[config.mk]
export PLATFORM = sky130hd
export DESIGN_NAME = digital_output_router
export DESIGN_NICKNAME = d
export VERILOG_FILES = /design/src/design/digital_output_router_pkg.sv /design/src/design/pulse_train_divider.sv /design/src/design/digital_output_router.sv
export VERILOG_INCLUDE_DIRS = /design/src /design/src/design
export SDC_FILE = /design/constraint.sdc
export NUM_CORES = 1
export LEC_CHECK = 0
export ABC_AREA = 1
export BUFFER_PORTS_ARGS = -buffer_cell sky130_fd_sc_hd__buf_2
export CORE_MARGIN = 5
export CORE_UTILIZATION = 36
export CTS_CLUSTER_DIAMETER = 60
export DETAILED_ROUTE_END_ITERATION = 10
export PLACE_DENSITY = 0.59
export REMOVE_ABC_BUFFERS = 1
export SETUP_SLACK_MARGIN = 0.5
export SYNTH_ARGS = -nofsm -noshare
export SYNTH_HDL_FRONTEND = slang
export SYNTH_SLANG_ARGS = --single-unit
[constraint.sdc]
create_clock -name ref_clk -period 19.7 [get_ports ref_clk]
set_clock_uncertainty 0.1 [all_clocks]
set_input_delay 2.955 -clock ref_clk [delete_from_list [all_inputs] [get_ports ref_clk]]
set_output_delay 2.955 -clock ref_clk [all_outputs]
set_load 0.02 [all_outputs]
[src/design/digital_output_router_defines.svh]
`ifndef DIGITAL_OUTPUT_ROUTER_DEFINES_SVH
`define DIGITAL_OUTPUT_ROUTER_DEFINES_SVH

// ****************************************************************
// object addresses
// ****************************************************************
`define IDX_OUTPUT_CONTROL 16'h60FE
`define SUB_OUTPUT_CONTROL 8'h01
`define IDX_OUTPUT_CONFIG 16'h3250
`define SUB_POLARITY 8'h02
`define SUB_FORCE_ENABLE 8'h03
`define SUB_FORCE_VALUE 8'h04
`define SUB_APPLIED 8'h05
`define SUB_ROUTE_ENABLE 8'h08
`define SUB_LED_CONTROL 8'h09
`define IDX_ROUTE_TABLE 16'h3252
`define SUB_ROUTE_FIRST 8'h01
`define SUB_ROUTE_LAST 8'h05

// ****************************************************************
// field positions
// ****************************************************************
`define OUT_FIRST_BIT 16
`define BRAKE_BIT 0
`define ROUTE_SRC_MSB 15
`define ROUTE_SRC_LSB 8
`define ROUTE_INV_BIT 7
`define ROUTE_SEL_MSB 4
`define LED_GREEN_BIT 0
`define LED_RED_BIT 1

// ****************************************************************
// source codes
// ****************************************************************
`define SRC_ONE 8'h00
`define SRC_ZERO 8'h01
`define SRC_ENC_FIRST 8'h02
`define SRC_ENC_LAST 8'h08
`define SRC_POS_FIRST 8'h09
`define SRC_POS_LAST 8'h0F
`define SRC_PWM 8'h10
`define SRC_PWM_INV 8'h11

// ****************************************************************
// reset values
// ****************************************************************
`define RST_WORD 32'h0000_0000
`define RST_ROUTE 16'h0000

// ****************************************************************
// timing
// ****************************************************************
`define CLK_HZ 10000000
`define SWPWM_MAX_HZ 2000
`define OUT_MAX_HZ 500
`define DIV_STAGES 7

`endif

[src/design/digital_output_router_pkg.sv]
package digital_output_router_pkg;
	typedef logic [31:0] word_t;
	typedef logic [15:0] route_entry_t;
	typedef logic [14:0] hold_count_t;
endpackage

[src/design/pulse_train_divider.sv]
`timescale 1ns/1ps
`include "digital_output_router_defines.svh"

module pulse_train_divider (
	input wire logic ref_clk,
	input wire logic rst,
	input wire logic ce,
	input wire logic step,
	output logic [`DIV_STAGES-1:0] div_pulse
);
	logic [`DIV_STAGES-2:0] count;
	logic [`DIV_STAGES-2:0] next_count;
	logic [`DIV_STAGES-1:0] next_div_pulse;

	// ****************************************************************
	// stage k fires once per 2**k steps
	// ****************************************************************
	always_comb begin
		next_count = count;
		next_div_pulse = '0;
		if (step) begin
			next_count = count + 6'h01;
			for (int k = 0; k < `DIV_STAGES; k++) begin
				next_div_pulse[k] = 1'b1;
				for (int j = 0; j < k; j++) begin
					if (!count[j])
						next_div_pulse[k] = 1'b0;
				end
			end
		end
	end

	always_ff @(posedge ref_clk or posedge rst) begin
		if (rst) begin
			count <= '0;
			div_pulse <= '0;
		end else if (ce) begin
			count <= next_count;
			div_pulse <= next_div_pulse;
		end
	end
endmodule

[src/design/digital_output_router.sv]
// Summary of operation
// - output n follows control bit 15+n
// - low bits special; bit 0 commands brake
// - outputs open drain; external pull-up needed
// - polarity bit 1 inverts control bit
// - manual enable overrides control word, brake too
// - manual value drives each overridden output
// - applied bit pattern readable after processing
// - led control bits 0,1 enable green, red
// - routing ignores polarity and manual settings
// - routed source gated by selected control bit
// - entry high byte source, low byte bit
// - entry bit 7 inverts the gating sense
// - entry1 software pwm, entry2.. outputs 1..
// - source 00 constant one, 01 zero
// - sources 02-08 encoder pulses divided 1..64
// - sources 09-0F position pulses divided 1..64
// - one pulse per single count increment
// - source 10 brake pwm, 11 inverted
// - software pwm 2 kHz, others 500 Hz
`timescale 1ns/1ps
`include "digital_output_router_defines.svh"

module digital_output_router #(
	parameter int OUT_HOLD_CYCLES = `CLK_HZ / (2 * `OUT_MAX_HZ)
) (
	input wire logic ref_clk,
	input wire logic rst,
	input wire logic ce,
	input wire logic [15:0] obj_index,
	input wire logic [7:0] obj_sub,
	input wire logic obj_wr,
	input wire logic obj_rd,
	input wire logic [31:0] obj_wdata,
	output logic [31:0] obj_rdata,
	output logic obj_ack,
	output logic obj_err,
	input wire logic enc_step,
	input wire logic pos_step,
	input wire logic brake_pwm,
	input wire logic led_green_flash,
	input wire logic led_red_flash,
	output logic led_green,
	output logic led_red,
	output logic brake_out,
	input wire logic [3:0] dout_pin_in,
	output logic [3:0] dout_out,
	output logic [3:0] dout_oe,
	input wire logic swpwm_pin_in,
	output logic swpwm_out,
	output logic swpwm_oe
);
	localparam int NUM_OUT = 4;
	localparam int NUM_CH = NUM_OUT + 1;
	localparam int SW_HOLD_CYCLES = `CLK_HZ / (2 * `SWPWM_MAX_HZ);

	// ****************************************************************
	// object store
	// ****************************************************************
	digital_output_router_pkg::word_t ctrl, next_ctrl;
	digital_output_router_pkg::word_t polarity, next_polarity;
	digital_output_router_pkg::word_t force_en, next_force_en;
	digital_output_router_pkg::word_t force_val, next_force_val;
	digital_output_router_pkg::word_t applied, next_applied;
	digital_output_router_pkg::route_entry_t route [NUM_CH];
	digital_output_router_pkg::route_entry_t next_route [NUM_CH];
	logic route_on, next_route_on;
	logic [1:0] led_ctrl, next_led_ctrl;
	logic [31:0] next_rdata;
	logic next_ack, next_err;

	function automatic logic is_addr(input logic [15:0] idx,
		input logic [7:0] sub, input logic [15:0] want_idx,
		input logic [7:0] want_sub);
		is_addr = (idx == want_idx) && (sub == want_sub);
	endfunction

	function automatic logic is_route(input logic [15:0] idx,
		input logic [7:0] sub);
		is_route = (idx == `IDX_ROUTE_TABLE) &&
			(sub >= `SUB_ROUTE_FIRST) && (sub <= `SUB_ROUTE_LAST);
	endfunction

	always_comb begin
		next_ctrl = ctrl;
		next_polarity = polarity;
		next_force_en = force_en;
		next_force_val = force_val;
		next_route_on = route_on;
		next_led_ctrl = led_ctrl;
		next_route = route;
		next_rdata = obj_rdata;
		next_ack = 1'b0;
		next_err = 1'b0;
		if (obj_wr) begin
			next_ack = 1'b1;
			if (is_addr(obj_index, obj_sub, `IDX_OUTPUT_CONTROL,
				`SUB_OUTPUT_CONTROL))
				next_ctrl = obj_wdata;
			else if (is_addr(obj_index, obj_sub, `IDX_OUTPUT_CONFIG,
				`SUB_POLARITY))
				next_polarity = obj_wdata;
			else if (is_addr(obj_index, obj_sub, `IDX_OUTPUT_CONFIG,
				`SUB_FORCE_ENABLE))
				next_force_en = obj_wdata;
			else if (is_addr(obj_index, obj_sub, `IDX_OUTPUT_CONFIG,
				`SUB_FORCE_VALUE))
				next_force_val = obj_wdata;
			else if (is_addr(obj_index, obj_sub, `IDX_OUTPUT_CONFIG,
				`SUB_ROUTE_ENABLE))
				next_route_on = obj_wdata[0];
			else if (is_addr(obj_index, obj_sub, `IDX_OUTPUT_CONFIG,
				`SUB_LED_CONTROL))
				next_led_ctrl = obj_wdata[1:0];
			else if (is_route(obj_index, obj_sub))
				next_route[3'(obj_sub - `SUB_ROUTE_FIRST)] =
					obj_wdata[15:0];
			else
				next_err = 1'b1;
		end else if (obj_rd) begin
			next_ack = 1'b1;
			next_rdata = '0;
			if (is_addr(obj_index, obj_sub, `IDX_OUTPUT_CONTROL,
				`SUB_OUTPUT_CONTROL))
				next_rdata = ctrl;
			else if (is_addr(obj_index, obj_sub, `IDX_OUTPUT_CONFIG,
				`SUB_POLARITY))
				next_rdata = polarity;
			else if (is_addr(obj_index, obj_sub, `IDX_OUTPUT_CONFIG,
				`SUB_FORCE_ENABLE))
				next_rdata = force_en;
			else if (is_addr(obj_index, obj_sub, `IDX_OUTPUT_CONFIG,
				`SUB_FORCE_VALUE))
				next_rdata = force_val;
			else if (is_addr(obj_index, obj_sub, `IDX_OUTPUT_CONFIG,
				`SUB_APPLIED))
				next_rdata = applied;
			else if (is_addr(obj_index, obj_sub, `IDX_OUTPUT_CONFIG,
				`SUB_ROUTE_ENABLE))
				next_rdata = {31'h0000_0000, route_on};
			else if (is_addr(obj_index, obj_sub, `IDX_OUTPUT_CONFIG,
				`SUB_LED_CONTROL))
				next_rdata = {30'h0000_0000, led_ctrl};
			else if (is_route(obj_index, obj_sub))
				next_rdata = {16'h0000,
					route[3'(obj_sub - `SUB_ROUTE_FIRST)]};
			else
				next_err = 1'b1;
		end
	end

	always_ff @(posedge ref_clk or posedge rst) begin
		if (rst) begin
			ctrl <= `RST_WORD;
			polarity <= `RST_WORD;
			force_en <= `RST_WORD;
			force_val <= `RST_WORD;
			route_on <= 1'b0;
			led_ctrl <= 2'h0;
			for (int i = 0; i < NUM_CH; i++)
				route[i] <= `RST_ROUTE;
			obj_rdata <= 32'h0000_0000;
			obj_ack <= 1'b0;
			obj_err <= 1'b0;
		end else if (ce) begin
			ctrl <= next_ctrl;
			polarity <= next_polarity;
			force_en <= next_force_en;
			force_val <= next_force_val;
			route_on <= next_route_on;
			led_ctrl <= next_led_ctrl;
			route <= next_route;
			obj_rdata <= next_rdata;
			obj_ack <= next_ack;
			obj_err <= next_err;
		end
	end

	// ****************************************************************
	// pulse trains
	// ****************************************************************
	logic [`DIV_STAGES-1:0] enc_div;
	logic [`DIV_STAGES-1:0] pos_div;

	pulse_train_divider enc_divider (
		.ref_clk(ref_clk),
		.rst(rst),
		.ce(ce),
		.step(enc_step),
		.div_pulse(enc_div)
	);

	pulse_train_divider pos_divider (
		.ref_clk(ref_clk),
		.rst(rst),
		.ce(ce),
		.step(pos_step),
		.div_pulse(pos_div)
	);

	// ****************************************************************
	// per-channel rate limiter
	// ****************************************************************
	// a pulse owns a full high+low period; pulses arriving meanwhile
	// are dropped, trading count accuracy for a bounded pin rate
	digital_output_router_pkg::hold_count_t hold [NUM_CH];
	digital_output_router_pkg::hold_count_t next_hold [NUM_CH];
	logic [NUM_CH-1:0] pulse_evt;
	logic [NUM_CH-1:0] pulse_lvl;

	function automatic logic pick_pulse(input logic [7:0] code,
		input logic [`DIV_STAGES-1:0] enc,
		input logic [`DIV_STAGES-1:0] pos);
		pick_pulse = 1'b0;
		if (code >= `SRC_ENC_FIRST && code <= `SRC_ENC_LAST)
			pick_pulse = enc[3'(code - `SRC_ENC_FIRST)];
		else if (code >= `SRC_POS_FIRST && code <= `SRC_POS_LAST)
			pick_pulse = pos[3'(code - `SRC_POS_FIRST)];
	endfunction

	always_comb begin
		for (int c = 0; c < NUM_CH; c++) begin
			int half;
			half = (c == 0) ? SW_HOLD_CYCLES : OUT_HOLD_CYCLES;
			pulse_evt[c] = pick_pulse(
				route[c][`ROUTE_SRC_MSB:`ROUTE_SRC_LSB], enc_div, pos_div);
			pulse_lvl[c] = (int'(hold[c]) > half);
			next_hold[c] = hold[c];
			if (hold[c] != '0)
				next_hold[c] = hold[c] - 15'h0001;
			else if (pulse_evt[c])
				next_hold[c] = 15'(2 * half);
		end
	end

	always_ff @(posedge ref_clk or posedge rst) begin
		if (rst) begin
			for (int c = 0; c < NUM_CH; c++)
				hold[c] <= '0;
		end else if (ce) begin
			hold <= next_hold;
		end
	end

	// ****************************************************************
	// output forming
	// ****************************************************************
	// channel 0 is the software pwm pin, channel n is output n
	logic [NUM_CH-1:0] lvl;
	logic brake_lvl;

	function automatic logic manual_level(input int b,
		input logic [31:0] c, input logic [31:0] p,
		input logic [31:0] fe, input logic [31:0] fv);
		if (fe[b])
			manual_level = fv[b];
		else
			manual_level = c[b] ^ p[b];
	endfunction

	always_comb begin
		logic [7:0] src;
		logic gate;
		src = 8'h00;
		gate = 1'b0;
		for (int c = 0; c < NUM_CH; c++) begin
			src = route[c][`ROUTE_SRC_MSB:`ROUTE_SRC_LSB];
			gate = ctrl[route[c][`ROUTE_SEL_MSB:0]] ^
				route[c][`ROUTE_INV_BIT];
			if (route_on) begin
				lvl[c] = 1'b1;
				if (gate) begin
					if (src == `SRC_ONE)
						lvl[c] = 1'b1;
					else if (src == `SRC_ZERO)
						lvl[c] = 1'b0;
					else if (src == `SRC_PWM)
						lvl[c] = brake_pwm;
					else if (src == `SRC_PWM_INV)
						lvl[c] = ~brake_pwm;
					else if (src >= `SRC_ENC_FIRST && src <= `SRC_POS_LAST)
						lvl[c] = pulse_lvl[c];
				end
			end else if (c == 0) begin
				lvl[c] = 1'b1;
			end else begin
				lvl[c] = manual_level(`OUT_FIRST_BIT + c - 1, ctrl,
					polarity, force_en, force_val);
			end
		end
		if (route_on)
			brake_lvl = ctrl[`BRAKE_BIT];
		else
			brake_lvl = manual_level(`BRAKE_BIT, ctrl, polarity,
				force_en, force_val);
	end

	logic swpwm_lvl, next_swpwm_lvl;

	always_comb begin
		next_applied = '0;
		next_applied[`BRAKE_BIT] = brake_lvl;
		for (int i = 0; i < NUM_OUT; i++)
			next_applied[`OUT_FIRST_BIT + i] = lvl[i + 1];
		next_swpwm_lvl = lvl[0];
	end

	always_ff @(posedge ref_clk or posedge rst) begin
		if (rst) begin
			applied <= `RST_WORD;
			swpwm_lvl <= 1'b1;
		end else if (ce) begin
			applied <= next_applied;
			swpwm_lvl <= next_swpwm_lvl;
		end
	end

	// ****************************************************************
	// pins
	// ****************************************************************
	// a high level is only the external pull-up, so the driver pulls
	// low or lets go; pin read-back inputs are not used here
	always_comb begin
		for (int i = 0; i < NUM_OUT; i++) begin
			dout_out[i] = 1'b0;
			dout_oe[i] = ~applied[`OUT_FIRST_BIT + i];
		end
		swpwm_out = 1'b0;
		swpwm_oe = ~swpwm_lvl;
		brake_out = applied[`BRAKE_BIT];
		led_green = led_ctrl[`LED_GREEN_BIT] & led_green_flash;
		led_red = led_ctrl[`LED_RED_BIT] & led_red_flash;
	end
endmodule

# Word-level counts from Yosys, hierarchy flattened
# Index checks and enable logic that the tools add are counted.
[classes] n_lt_le_gt_ge=44 add_sub_neg=18 n_eq_ne=25 reduce_logical=55 bitwise=26 mux=135
[ops] op="two-way mux 15 bit" n=10
[ops] op="two-way mux 32 bit" n=4
[ops] op="two-way mux 16 bit" n=6
[ops] op="two-way mux 1 bit" n=94
[ops] op="bitwise mux 80 bit" n=1
[ops] op="equality test 8 x 5 -> 1 bit (second input constant)" n=10
[ops] op="<= comparator 8 x 4 -> 1 bit (second input constant)" n=10
[ops] op="nonzero test 15 bit" n=5
[ops] op="subtractor 15 x 1 -> 15 bit (second input constant)" n=5
[ops] op="greater-than comparator 15 x 14 -> 1 bit (second input constant)" n=4
[ops] op="binary-select mux 16 bit (select 3 bit)" n=1
[ops] op="demux 16 bit (select 3 bit)" n=1
[ops] op="equality test 8 x 1 -> 1 bit (second input constant)" n=6
[ops] op=">= comparator 8 x 2 -> 1 bit (second input constant)" n=5
[ops] op=">= comparator 8 x 4 -> 1 bit (second input constant)" n=5
[ops] op="logical NOT 8 bit" n=5
[ops] op="less-than comparator 3 x 4 -> 1 bit (second input constant)" n=10
[ops] op="equality test 16 x 14 -> 1 bit (second input constant)" n=2
[ops] op="binary-select mux 1 bit (select 3 bit)" n=10
[ops] op="less-than comparator 5 x 6 -> 1 bit (second input constant)" n=5
[ops] op="binary-select mux 1 bit (select 5 bit)" n=5
[ops] op="logical AND 1 bit" n=25
[ops] op="two-way mux 20 bit" n=1
[ops] op="subtractor 3 x 1 -> 3 bit (second input constant)" n=6
[ops] op="other kinds (25)" n=67
[totals] wordCells=328 register_bits=352 in_bits=71 output_inout_bits=47

# Logic depth before layout (Yosys ltp)
# Gate-level depths: netlist (run 1).
[depth] depth_word=13 mapped_depth=16 mapped_depth_nobuf=15

# By module
# A second synthesis (run 1) with hierarchy kept.
[hier_totals] hier_cells=3124 area_unflattened_um2=21698.3
[by_module_without_submodules] mod="digital_output_router" seq_area_each_um2=8159.1 area_each_um2=20464.6 cells_per_inst=2990 n_inst=1
[by_module_without_submodules] mod="pulse_train_divider" seq_area_each_um2=325.3 area_each_um2=616.8 cells_per_inst=67 n_inst=2

# Worst setup path before layout (run 1)
# No wires, ideal clock.
[synth_timing] path_type="input to output" from="in led_green_flash" to="out led_green" n_path_buf=0 slack_ps=13517 cell_stages=2 required_ps=16645 t_arrival_ps=3128 path_cell_list="nand2_1 -> inv_1"
[synth_between] elab_chain_len=1
[synth_lines] element="from (decl)" line_no="digital_output_router.sv:41" source="input wire logic led_green_flash,"
[synth_lines] element="AND 1 bit" line_no="digital_output_router.sv:331" source="led_green = led_ctrl[`LED_GREEN_BIT] & led_green_flash;"
[synth_lines] element="to (decl)" line_no="digital_output_router.sv:43" source="output logic led_green,"
# No other way between the ends.

# Worst setup path in the final report (run 1)
[layout_timing] from="in obj_sub[0]" to="reg route[53] in the netlist's numbering"
[layout_between] elab_chain_len=7 word_cells_on_any_way=31 cone_classes="add/sub (1); order compare (4); eq/ne (6); mux (3); bitwise (7); reduce/logical (10)"
[layout_lines] element="from (decl)" line_no="digital_output_router.sv:31" source="input wire logic [7:0] obj_sub,"
[layout_lines] element="subtractor 3 x 1 -> 3 bit (no source line)"
[layout_lines] element="NOT 3 -> 4 bit" line_no="digital_output_router.sv:116" source="next_route[3'(obj_sub - `SUB_ROUTE_FIRST)] ="
[layout_lines] element=">= comparator 4 bit / less-than comparator 4 x 1 -> 1 bit (equally long branches)" line_no="digital_output_router.sv:116"
[layout_lines] element="logical AND 1 bit" line_no="digital_output_router.sv:116"
[layout_lines] element="two-way mux 16 bit" line_no="digital_output_router.sv:116"
[layout_lines] element="demux 16 bit (select 3 bit)" line_no="digital_output_router.sv:116"
[layout_lines] element="bitwise mux 80 bit" line_no="digital_output_router.sv:116"
[layout_lines] element="to (signal, indexed assignment)" line_no="digital_output_router.sv:161" source="route[i] <= `RST_ROUTE;"
[layout_lines] element="to (signal assigned)" line_no="digital_output_router.sv:172" source="route <= next_route;"
[layout_lines] element="to (decl)" line_no="digital_output_router.sv:65" source="digital_output_router_pkg::route_entry_t route [NUM_CH];"
# Parallel ways exist; a longest one is shown, timed or not.
# A chain may end at the register's enable or synchronous reset.

==> results.toml, run 1 <==
[clock_tree]
clock_sinks = 352
cts_resized = 0
htree_levels = 2
clockBufferDepth = 3
cts-root-buf = "clkbuf_16"
post_cts_buffers = 0
numCtsBuffers = 44
clk_pin_slew_ps = 60
hold_buffers = 0
cts_tree = "yes"
clk_latency_ps = 590

[floorplan]
die_y_um = 256
io_pins = 118
rows = 90
core_mm2 = 0.0602
die-area_mm2 = 0.0657
die_w_um = 256
initial_core_util_pct = 36.3

[logic_synthesis]
syn_area_mm2 = 0.0218
ys_seq_area_share_pct = 40.3
ys_seq_elements = 352
synthArstFlopShare_pct = 100
synth_cells = 3033
ys.warnings.count = 0
synth.distinct_cells = 58
synth_ff_type = "dfrtp_1"
avgSynthCellArea_um2 = 7.20
synth_edf_count = 0

[worst_setup_path]
critPathRequiredTime_ps = 20060
crit_chain = "buf_2, inv_1, ha_1, clkinv_1, nor3_1, nand2_2, o21ai_1, inv_1"
crit_fanout = 35
cp_common_cell = "inv_1"
critPathKind = "in -> reg"
cpMaxStageDelayCell = "ha_1"
crit_family = "buffers and inverters"
crit_buf_inv = 4
end_kind = "flip-flop"
critPathMaxStageDelay_ps = 1040
worstPathArrival_ps = 7300
cp-start-kind = "primary input"

[sta]
timing.hold.ws_ps = 374
worst_pin_slew_ps = 1120
final.setup.tns_ps = 0
slew_headroom_pct = 25.2
finalSetupViolCount = 0
setup_ws_ps = 12760
clock.fmax_ghz = 0.144
min_period_ps = 6940
period_share_pct = 35.2
finalMaxSlewViolations = 0
hold_viol = 0
rsz0062_at_grt = "no"

[final_layout]
layout-drive-gt1-share_pct = 11.7
finalNetCount = 3180
mostFrequentLayoutCells = "878 x nand2_1, 351 x dfrtp_1, 311 x inv_1"
final_util_pct = 40.3
areaGrowthSynthToFinish_pct = 11.2
final_cells = 3891
fillers = 6302
diodes = 0
layout_commonest_cell = "nand2_1"
final_area_mm2 = 0.0243

[power_and_ir_drop]
power_density_mw_per_mm2 = 85.4
peakVddDrop_mv = 0.0550
combPwrFrac_pct = 17.4
pwr-share-seq_pct = 41.4
total_power_mw = 2.07
sw_frac_of_total_pct = 31.1
cellLeakagePower_nw = 11.5
p_int_mw = 1.43
p_sw_mw = 0.646
clockPowerShare_pct = 41.2

[place]
place_congestion = 0.920
post-place-ws_ps = 12320
dp_cells = 3811
placed_cell_area_mm2 = 0.0227
portBuffers = 107
place_hpwl_um = 44600

[global_route]
grt_max_degree = 94
grt_pass1_vias = 18800
track_usage_pct = 19.8
grt_pass1_wl_um = 107000
grt_overflow = 0
antenna_found_initial = 0

[routing]
drt_wl_total_um = 66900
dr.pass1.iters = 6
drt_iter0_drc = 1755
wl_per_cell_um = 17.2
route.detailed.drc = 0
vias = 20000
avgViaCountPerCell = 5.13
drtAntennaViolNets = 0

[min_path]
hp-class = "reg -> reg"

[flow_run]
maxCapViolations = 0

[status]
status = "completed"
==> power by group through the flow <==
stage	clock (mW)	combinational, mW	sequential [mW]
after detailed placement	0	0.364	0.868
final	0.855	0.362	0.858
after global routing	0.903	0.415	0.867
after CTS	0.873	0.365	0.857
after global placement	0	0.359	0.869
after floorplan	0	0.260	0.862
==> layer usage <==
metal	vias up	share of wire, %	GRT usage (%)
li1	9931	-	-
met2	536	46	32.8
met1	9403	46	27.6
met4	0	2.5	5.46
met3	82	5.3	2.59
met5	-	0	0
==> logic make-up (layout without fill, tap and decap cells) <==
logic type | Yosys count | in the layout | synth area share [%]
AOI/OAI and AO/OA | 588 | 588 | 14.9
muxes | 3 | 3 | 0.155
xor gates and xnor gates | 71 | 71 | 2.85
and+or+nand+nor | 1508 | 1508 | 30.4
DFF | 352 | 352 | 40.3
buffers and inverters | 476 | 548 | 9.46
other | 1 | 5 | 0.0172
adders and majority gates | 34 | 34 | 1.95
==> worst register-to-register path, stage by stage (launching register included) <==
cell and delay (ps):
dfrtp_1 590, clkinv_1 350, ha_1 420, o21ai_0 90
a21oi_1 50, o21ai_0 200, nand4_1 120, nand3_2 90
nand2_1 480, o21ai_0 360
==> synthesized netlist by cell type (3+ instances only) <==
| library cell | n | area [um^2] |
|---|---|---|
| a211oi_1 | 3 | 22.5 |
| a21boi_0 | 3 | 22.5 |
| a21boi_1 | 14 | 105 |
| a21oi_1 | 129 | 646 |
| a2bb2oi_1 | 16 | 140 |
| a31oi_1 | 4 | 25.0 |
| buf_12 | 5 | 100 |
| buf_2 | 45 | 225 |
| buf_4 | 22 | 165 |
| buf_6 | 4 | 45.0 |
| clkbuf_1 | 51 | 191 |
| clkinv_1 | 8 | 30.0 |
| dfrtp_1 | 351 | 8780 |
| ha_1 | 34 | 425 |
| inv_1 | 312 | 1170 |
| inv_2 | 23 | 86.3 |
| mux2_2 | 3 | 33.8 |
| nand2_1 | 878 | 3300 |
| nand2_2 | 40 | 250 |
| nand3_1 | 192 | 961 |
| nand3_2 | 5 | 50.1 |
| nand3b_1 | 3 | 22.5 |
| nand4_1 | 71 | 444 |
| nor2_1 | 216 | 811 |
| nor2_2 | 11 | 68.8 |
| nor2_4 | 4 | 45.0 |
| nor3_1 | 33 | 165 |
| nor3_2 | 4 | 40.0 |
| nor4_1 | 14 | 87.6 |
| nor4_4 | 3 | 63.8 |
| o211ai_1 | 6 | 45.0 |
| o21ai_0 | 238 | 1190 |
| o21ai_1 | 126 | 631 |
| o21ai_2 | 36 | 315 |
| o21bai_1 | 3 | 22.5 |
| o22ai_1 | 4 | 25.0 |
| or2_2 | 22 | 138 |
| xnor2_1 | 18 | 158 |
| xor2_1 | 53 | 464 |
==> path summary, 6_finish.rpt <==
| kind | start | endpoint | slack (ps) | depth (start not counted) |
|---|---|---|---|---|
| hold / removal | route[78]$_DFFE_PP0P_ | route[78]$_DFFE_PP0P_ | 370 | 2 |
| max in group asynchronous | rst | hold[55]$_DFFE_PP0P_ | 14150 | 5 |
| setup / recovery | obj_sub[0] | route[53]$_DFFE_PP0P_ | 12760 | 8 |
| hold reg to reg | route[78]$_DFFE_PP0P_ | route[78]$_DFFE_PP0P_ | 370 | 2 |
| min in group asynchronous | rst | force_en[20]$_DFFE_PP0P_ | 2360 | 2 |
| setup reg to reg | route[56]$_DFFE_PP0P_ | hold[52]$_DFFE_PP0P_ | 16740 | 9 |
==> flip-flops by register name, summed over array words and instances (netlist names), 7 cells and up <==
name and cells:
route 80, polarity 32, enc_divider.div_pulse 7, hold 75, force_en 32, ctrl 32
force_val 32, pos_divider.div_pulse 7, obj_rdata 32
==> final cells by class <==
class | count | area [um^2] | share of cell area (%)
inverters | 344 | 1300 | 5.37
multi-input cells | 2209 | 11000 | 45.3
flip-flops and latches | 352 | 8810 | 36.3
well taps | 782 | 978 | 4.03
repair buffers | 124 | 663 | 2.73
clock buffers | 60 | 1270 | 5.24
clock inverters | 20 | 268 | 1.10
No activity file was read; power rests on OpenSTA's default activity.
==> inputs of run 2 (changes only) <==
==> constraint.sdc (replaced) <==
create_clock -name ref_clk -period 6.8 [get_ports ref_clk]
set_clock_uncertainty 0.1 [all_clocks]
set_input_delay 1.02 -clock ref_clk [delete_from_list [all_inputs] [get_ports ref_clk]]
set_output_delay 1.02 -clock ref_clk [all_outputs]
set_load 0.02 [all_outputs]
==> run 2 against run 1 <==
Effect of this change:
- first-iteration DRC count is 4.0% higher
- hold slack worse by 0.97 ps
- sequential power grew to 2.9 times the previous value
- design area hardly changed
- largest power group unchanged
- largest cell class unchanged
- critical path depth stayed put
- combinational power grew to 2.9 times the previous value
- power grew to 2.9 times the previous value
==> results.toml, run 2 (same netlist as run 1, synthesis figures left out) <==
[status]
status = "completed"

[sta]
hold_viol = 0
finalSetupViolCount = 0
worst_pin_slew_ps = 1150
rsz0062_at_grt = "no"
finalMaxSlewViolations = 0
slew_headroom_pct = 23.2
min_period_ps = 3860
period_share_pct = 56.7
clock.fmax_ghz = 0.259
setup_ws_ps = 2940

[clock_tree]
post_cts_buffers = 0
htree_levels = 2
clock_sinks = 352
clk_pin_slew_ps = 60
cts_resized = 0
numCtsBuffers = 44
clockBufferDepth = 3
cts_tree = "yes"
cts-root-buf = "clkbuf_16"
clk_latency_ps = 600
hold_buffers = 0

[final_layout]
seq_area_mm2 = 0.00881
largest_register_ffs = 80
finalNetCount = 3181
diodes = 0
areaGrowthSynthToFinish_pct = 11.2
mostFrequentLayoutCells = "878 x nand2_1, 351 x dfrtp_1, 311 x inv_1"
fillers = 6338
layout-drive-gt1-share_pct = 11.7
top_register = "route"
largestRegisters = "route (80), hold (75)"
layout_commonest_cell = "nand2_1"
multiInputGateArea_mm2 = 0.0110

[global_route]
grt_pass1_vias = 19000
track_usage_pct = 20.1
grt_pass1_wl_um = 108000
grt_overflow = 0
antenna_found_initial = 0
grt_max_degree = 123

[power_and_ir_drop]
power_density_mw_per_mm2 = 247
peakVddDrop_mv = 0.171
total_power_mw = 5.98
cellLeakagePower_nw = 11.5

[floorplan]
io_pins = 118
die_w_um = 256
die-area_mm2 = 0.0657
core_mm2 = 0.0602
initial_core_util_pct = 36.3
rows = 90
die_y_um = 256

[worst_setup_path]
critical_path.endpoint = "route[54]$_DFFE_PP0P_"
r2r_slack_ps = 3760
critPathRequiredTime_ps = 7160
cp-start-kind = "primary input"
end_kind = "flip-flop"
worstReg2RegStart = "route[56]$_DFFE_PP0P_"
crit_start = "obj_sub[0]"
reg2reg_depth = 9
worstPathArrival_ps = 4220
critPathKind = "in -> reg"
reg2reg_to = "hold[50]$_DFFE_PP0P_"
crit_fanout = 32

[place]
place_congestion = 0.906
post-place-ws_ps = 2350
portBuffers = 107
place_hpwl_um = 45400

[routing]
drt_wl_total_um = 67700
route.detailed.drc = 0
drtAntennaViolNets = 0
wl_per_cell_um = 17.4
vias = 20000
avgViaCountPerCell = 5.14
drt_iter0_drc = 1825
dr.pass1.iters = 6

[min_path]
hp-class = "reg -> reg"

[flow_run]
maxCapViolations = 0
run 2: cell types whose count changed in the layout (fill, tap and decap cells not counted), moves of 2 or more:
cell	change
clkinv_2	+2
clkbuf_8	-2
inv_8	-2
buf_12	+2
clkinvlp_4	-2
clkbuf_1	+2
run 2: worst min-delay path by stage:
stage,from,cells after the start,end,slack [ps]
5_1_grt,route[69]$_DFFE_PP0P_,2,route[69]$_DFFE_PP0P_,390
6_report,route[79]$_DFFE_PP0P_,2,route[79]$_DFFE_PP0P_,370
3_5_place_dp,route[69]$_DFFE_PP0P_,2,route[69]$_DFFE_PP0P_,360
2_1_floorplan,route[78]$_DFFE_PP0P_,2,route[78]$_DFFE_PP0P_,340
3_3_place_gp,route[79]$_DFFE_PP0P_,2,route[79]$_DFFE_PP0P_,350
4_1_cts,route[69]$_DFFE_PP0P_,2,route[69]$_DFFE_PP0P_,370
run 2: area by class of cell:
type	instances	share of cell area (%)
flip-flops and latches	352	36.3
multi-input cells	2209	45.3
clock inverters	20	1.11
inverters	344	5.37
well taps	782	4.03
clock buffers	59	5.06
repair buffers	125	2.87
run 2: worst max-delay path, cell delays in order:
cell and delay, ps:
buf_2 90, inv_1 180, ha_1 960, clkinv_1 680, nor3_1 380, nand2_2 500
o21ai_1 310, inv_1 60
run 2: layer usage:
metal  part of all wire (%)  global-route usage (%)  vias up  wire, um
met5                      0                       0        -         0
met4                    2.8                    6.00        0      1890
met3                    5.7                    3.04      118      3860
met2                     47                    33.2      555     31500
met1                     45                    27.5     9394     30400
li1                       -                       -     9933         -
run 2: power by group:
group / internal [mW] / switching (mW) / total (mW)
logic: 0.382 / 0.672 / 1.05
clock network: 1.47 / 0.982 / 2.45
registers: 2.28 / 0.203 / 2.48
total: 4.13 / 1.86 / 5.98
run 2: metrics by stage:
stage          area (um^2)  hold WS [ps]  cells  utilization (%)  TNS [ps]
2_1_floorplan        21100           342   2905                -  -1434010
3_3_place_gp         22800           354   3812             37.8         0
3_5_place_dp         22800           359   3812             37.8         0
4_1_cts              24300           374   3891             40.3         0
5_1_grt              24300           390   3891             40.3         0
6_report             24300           373   3891             40.3         0
==> inputs of run 3 (changes only) <==
--- a/config.mk
+++ b/config.mk
@@ -6,7 +6,7 @@
 export SDC_FILE = /design/constraint.sdc
 export NUM_CORES = 1
 export LEC_CHECK = 0
-export ABC_AREA = 1
+export ABC_AREA = 0
 export BUFFER_PORTS_ARGS = -buffer_cell sky130_fd_sc_hd__buf_2
 export CORE_MARGIN = 5
 export CORE_UTILIZATION = 36
==> constraint.sdc (replaced) <==
create_clock -name ref_clk -period 3.73 [get_ports ref_clk]
set_clock_uncertainty 0.1 [all_clocks]
set_input_delay 0.5595 -clock ref_clk [delete_from_list [all_inputs] [get_ports ref_clk]]
set_output_delay 0.5595 -clock ref_clk [all_outputs]
set_load 0.02 [all_outputs]
==> run 3 against run 2 <==
Effect of this change:
- routed wire length decreased by 17%
- combinational power increased by 30%
- critical path depth rose by 1
- critical endpoint is now hold[13]$_DFFE_PP0P_
==> results.toml, run 3 <==
[status]
status = "completed"

[global_route]
track_usage_pct = 18.6
grt_max_degree = 90
grt_pass1_wl_um = 89000
grt_pass1_vias = 15000
grt_overflow = 0
antenna_found_initial = 1

[logic_synthesis]
ys_seq_area_share_pct = 44.9
synth_cells = 1774
synth_commonest_cells = "351 x dfrtp_1, 210 x mux2_2, 112 x nand2_1, 112 x o21ai_0, 85 x nor2_1"
synthArstFlopShare_pct = 100
yosysTopAreaCellShare_pct = 44.8
ys.warnings.count = 0
avgSynthCellArea_um2 = 11.1
synth.distinct_cells = 87
yosysTopAreaCell = "dfrtp_1"
synth_ff_type = "dfrtp_1"
synthTopCellsByArea = "dfrtp_1 45%, mux2_2 12%, mux4_2 6.3%"
synth_edf_count = 0
syn_area_mm2 = 0.0196
yosysMostFrequentCell = "dfrtp_1"
ys_seq_elements = 352

[floorplan]
io_pins = 118
die-area_mm2 = 0.0593
rows = 85
core_mm2 = 0.0539
die_y_um = 243
die_w_um = 243
initial_core_util_pct = 36.4

[clock_tree]
clock_sinks = 352
htree_levels = 2
clk_pin_slew_ps = 60
cts-root-buf = "clkbuf_16"
numCtsBuffers = 42
clockBufferDepth = 3
hold_buffers = 0
cts_tree = "yes"
clk_latency_ps = 570

[routing]
met1_length_um = 25200
route.detailed.drc = 0
met3_length_um = 3090
drt_wl_total_um = 56400
top_layer = "met5"
avgViaCountPerCell = 5.83
drtAntennaViolNets = 0
vias = 15100
wl_met2_um = 26800
drt_iter0_drc = 991
dr.pass1.iters = 5
wl_per_cell_um = 21.7

[final_layout]
areaGrowthSynthToFinish_pct = 15.0
largestRegisters = "route (80), hold (75)"
top_register = "route"
layout_commonest_cell = "dfrtp_1"
final_util_pct = 41.8
finalNetCount = 1979
diodes = 0
layout-drive-gt1-share_pct = 27.7
final_cells = 2599
largest_register_ffs = 80
fillers = 5035
mostFrequentLayoutCells = "350 x dfrtp_1, 210 x mux2_2, 112 x nand2_1, 112 x o21ai_0, 107 x buf_2"

[power_and_ir_drop]
cellLeakagePower_nw = 10.0
p_sw_mw = 2.91
total_power_mw = 10.2
peakVddDrop_mv = 0.338
sw_frac_of_total_pct = 28.4
power_density_mw_per_mm2 = 453
pwr-share-seq_pct = 45.6
combPwrFrac_pct = 13.4
clockPowerShare_pct = 41.0
p_int_mw = 7.32

[sta]
rsz0062_at_grt = "yes"
finalMaxSlewViolations = 0
finalSetupViolCount = 0
period_share_pct = 83.2
worst_pin_slew_ps = 867
min_period_ps = 3100
clock.fmax_ghz = 0.322
hold_viol = 0
final.setup.tns_ps = 0
slew_headroom_pct = 40.7

[worst_setup_path]
critPathRequiredTime_ps = 4070
critPathMaxStageDelay_ps = 480
crit_chain = "inv_1, ha_1, mux2i_1, mux4_2, o32ai_1, o311ai_4, buf_4, nor4_1, mux2_1"
end_kind = "flip-flop"
crit_buf_inv = 2
cp-start-kind = "flip-flop"
crit_family = "multiplexers"
critPathKind = "reg -> reg"
worstPathArrival_ps = 3440
crit_fanout = 8
cpMaxStageDelayCell = "mux4_2"

[place]
portBuffers = 107
dp_cells = 2523
place_hpwl_um = 39000
place_congestion = 0.905

[min_path]
hp-class = "in -> async"

[flow_run]
maxCapViolations = 0
-- run 3: changes by cell type after synthesis, moves of 62 or more --
cell	change
o21ai_0	-126
nand2_1	-766
nand3_1	-151
o21ai_1	-125
nand4_1	-62
nor2_1	-131
mux2_2	+207
inv_1	-253
-- run 3: final cells by class --
type	count	area (um^2)	share of cell area (%)
Clock buffer	61	1210	5.38
Clock inverter	12	194	0.860
Tap cell	696	871	3.86
Multi-Input combinational cell	1258	10200	45.2
Timing Repair Buffer	160	1030	4.58
Inverter	60	233	1.03
Sequential cell	352	8810	39.1
-- run 3: kinds of logic (layout without fill, tap and decap cells) --
kind of cell,after synthesis,count (layout),synth area share [%]
simple gates,471,471,12.8
compound gates,392,392,13.8
flops,352,352,44.9
mux,327,327,21.5
buf+inv,168,293,3.53
fa+ha+maj,34,34,2.17
xor+xnor,29,29,1.29
other cells,1,5,0.0191
-- run 3: layer usage --
layer	vias up	global-route usage [%]
met5	-	0
met2	420	30.5
li1	6873	-
met4	2	4.22
met3	90	2.77
met1	7757	26.3
-- run 3: path summary, 6_finish.rpt --
path / startpoint / to / slack, ps / cells past startpoint
min reg2reg: pos_divider.count[5]$_DFFE_PP0P_ / pos_divider.count[5]$_DFFE_PP0P_ / 380 / 1
max: route[8]$_DFFE_PP0P_ / hold[13]$_DFFE_PP0P_ / 630 / 9
min in group ref_clk: obj_wdata[18] / force_en[18]$_DFFE_PP0P_ / 180 / 2
max in group asynchronous: rst / force_en[26]$_DFFE_PP0P_ / 2580 / 3
max reg2reg: route[8]$_DFFE_PP0P_ / hold[13]$_DFFE_PP0P_ / 630 / 9
min: rst / force_en[11]$_DFFE_PP0P_ / 6 / 2
-- run 3: what timing repair did --
action	in CTS	in global routing
endpoints found under the setup margin	1	13
cloned	0	0
setup buffers	0	3
pin swaps	0	1
gates resized for setup	1	7
-- run 3: power groups by stage --
stage	Combinational, mW	Sequential [mW]	Clock, mW
final	1.37	4.66	4.19
after global routing	1.56	4.73	4.45
after CTS	1.38	4.65	4.30
after detailed placement	1.38	4.71	0
after global placement	1.33	4.70	0
after floorplan	0.922	4.63	0
-- run 3: stage by stage --
stage	area [um^2]	worst slack [ps]	hold slack, ps
6_report	22600	625	6.24
4_1_cts	22500	547	43.5
3_5_place_dp	21100	518	365
5_1_grt	22600	465	74.1
2_1_floorplan	19200	-6690	346
3_3_place_gp	21100	577	360
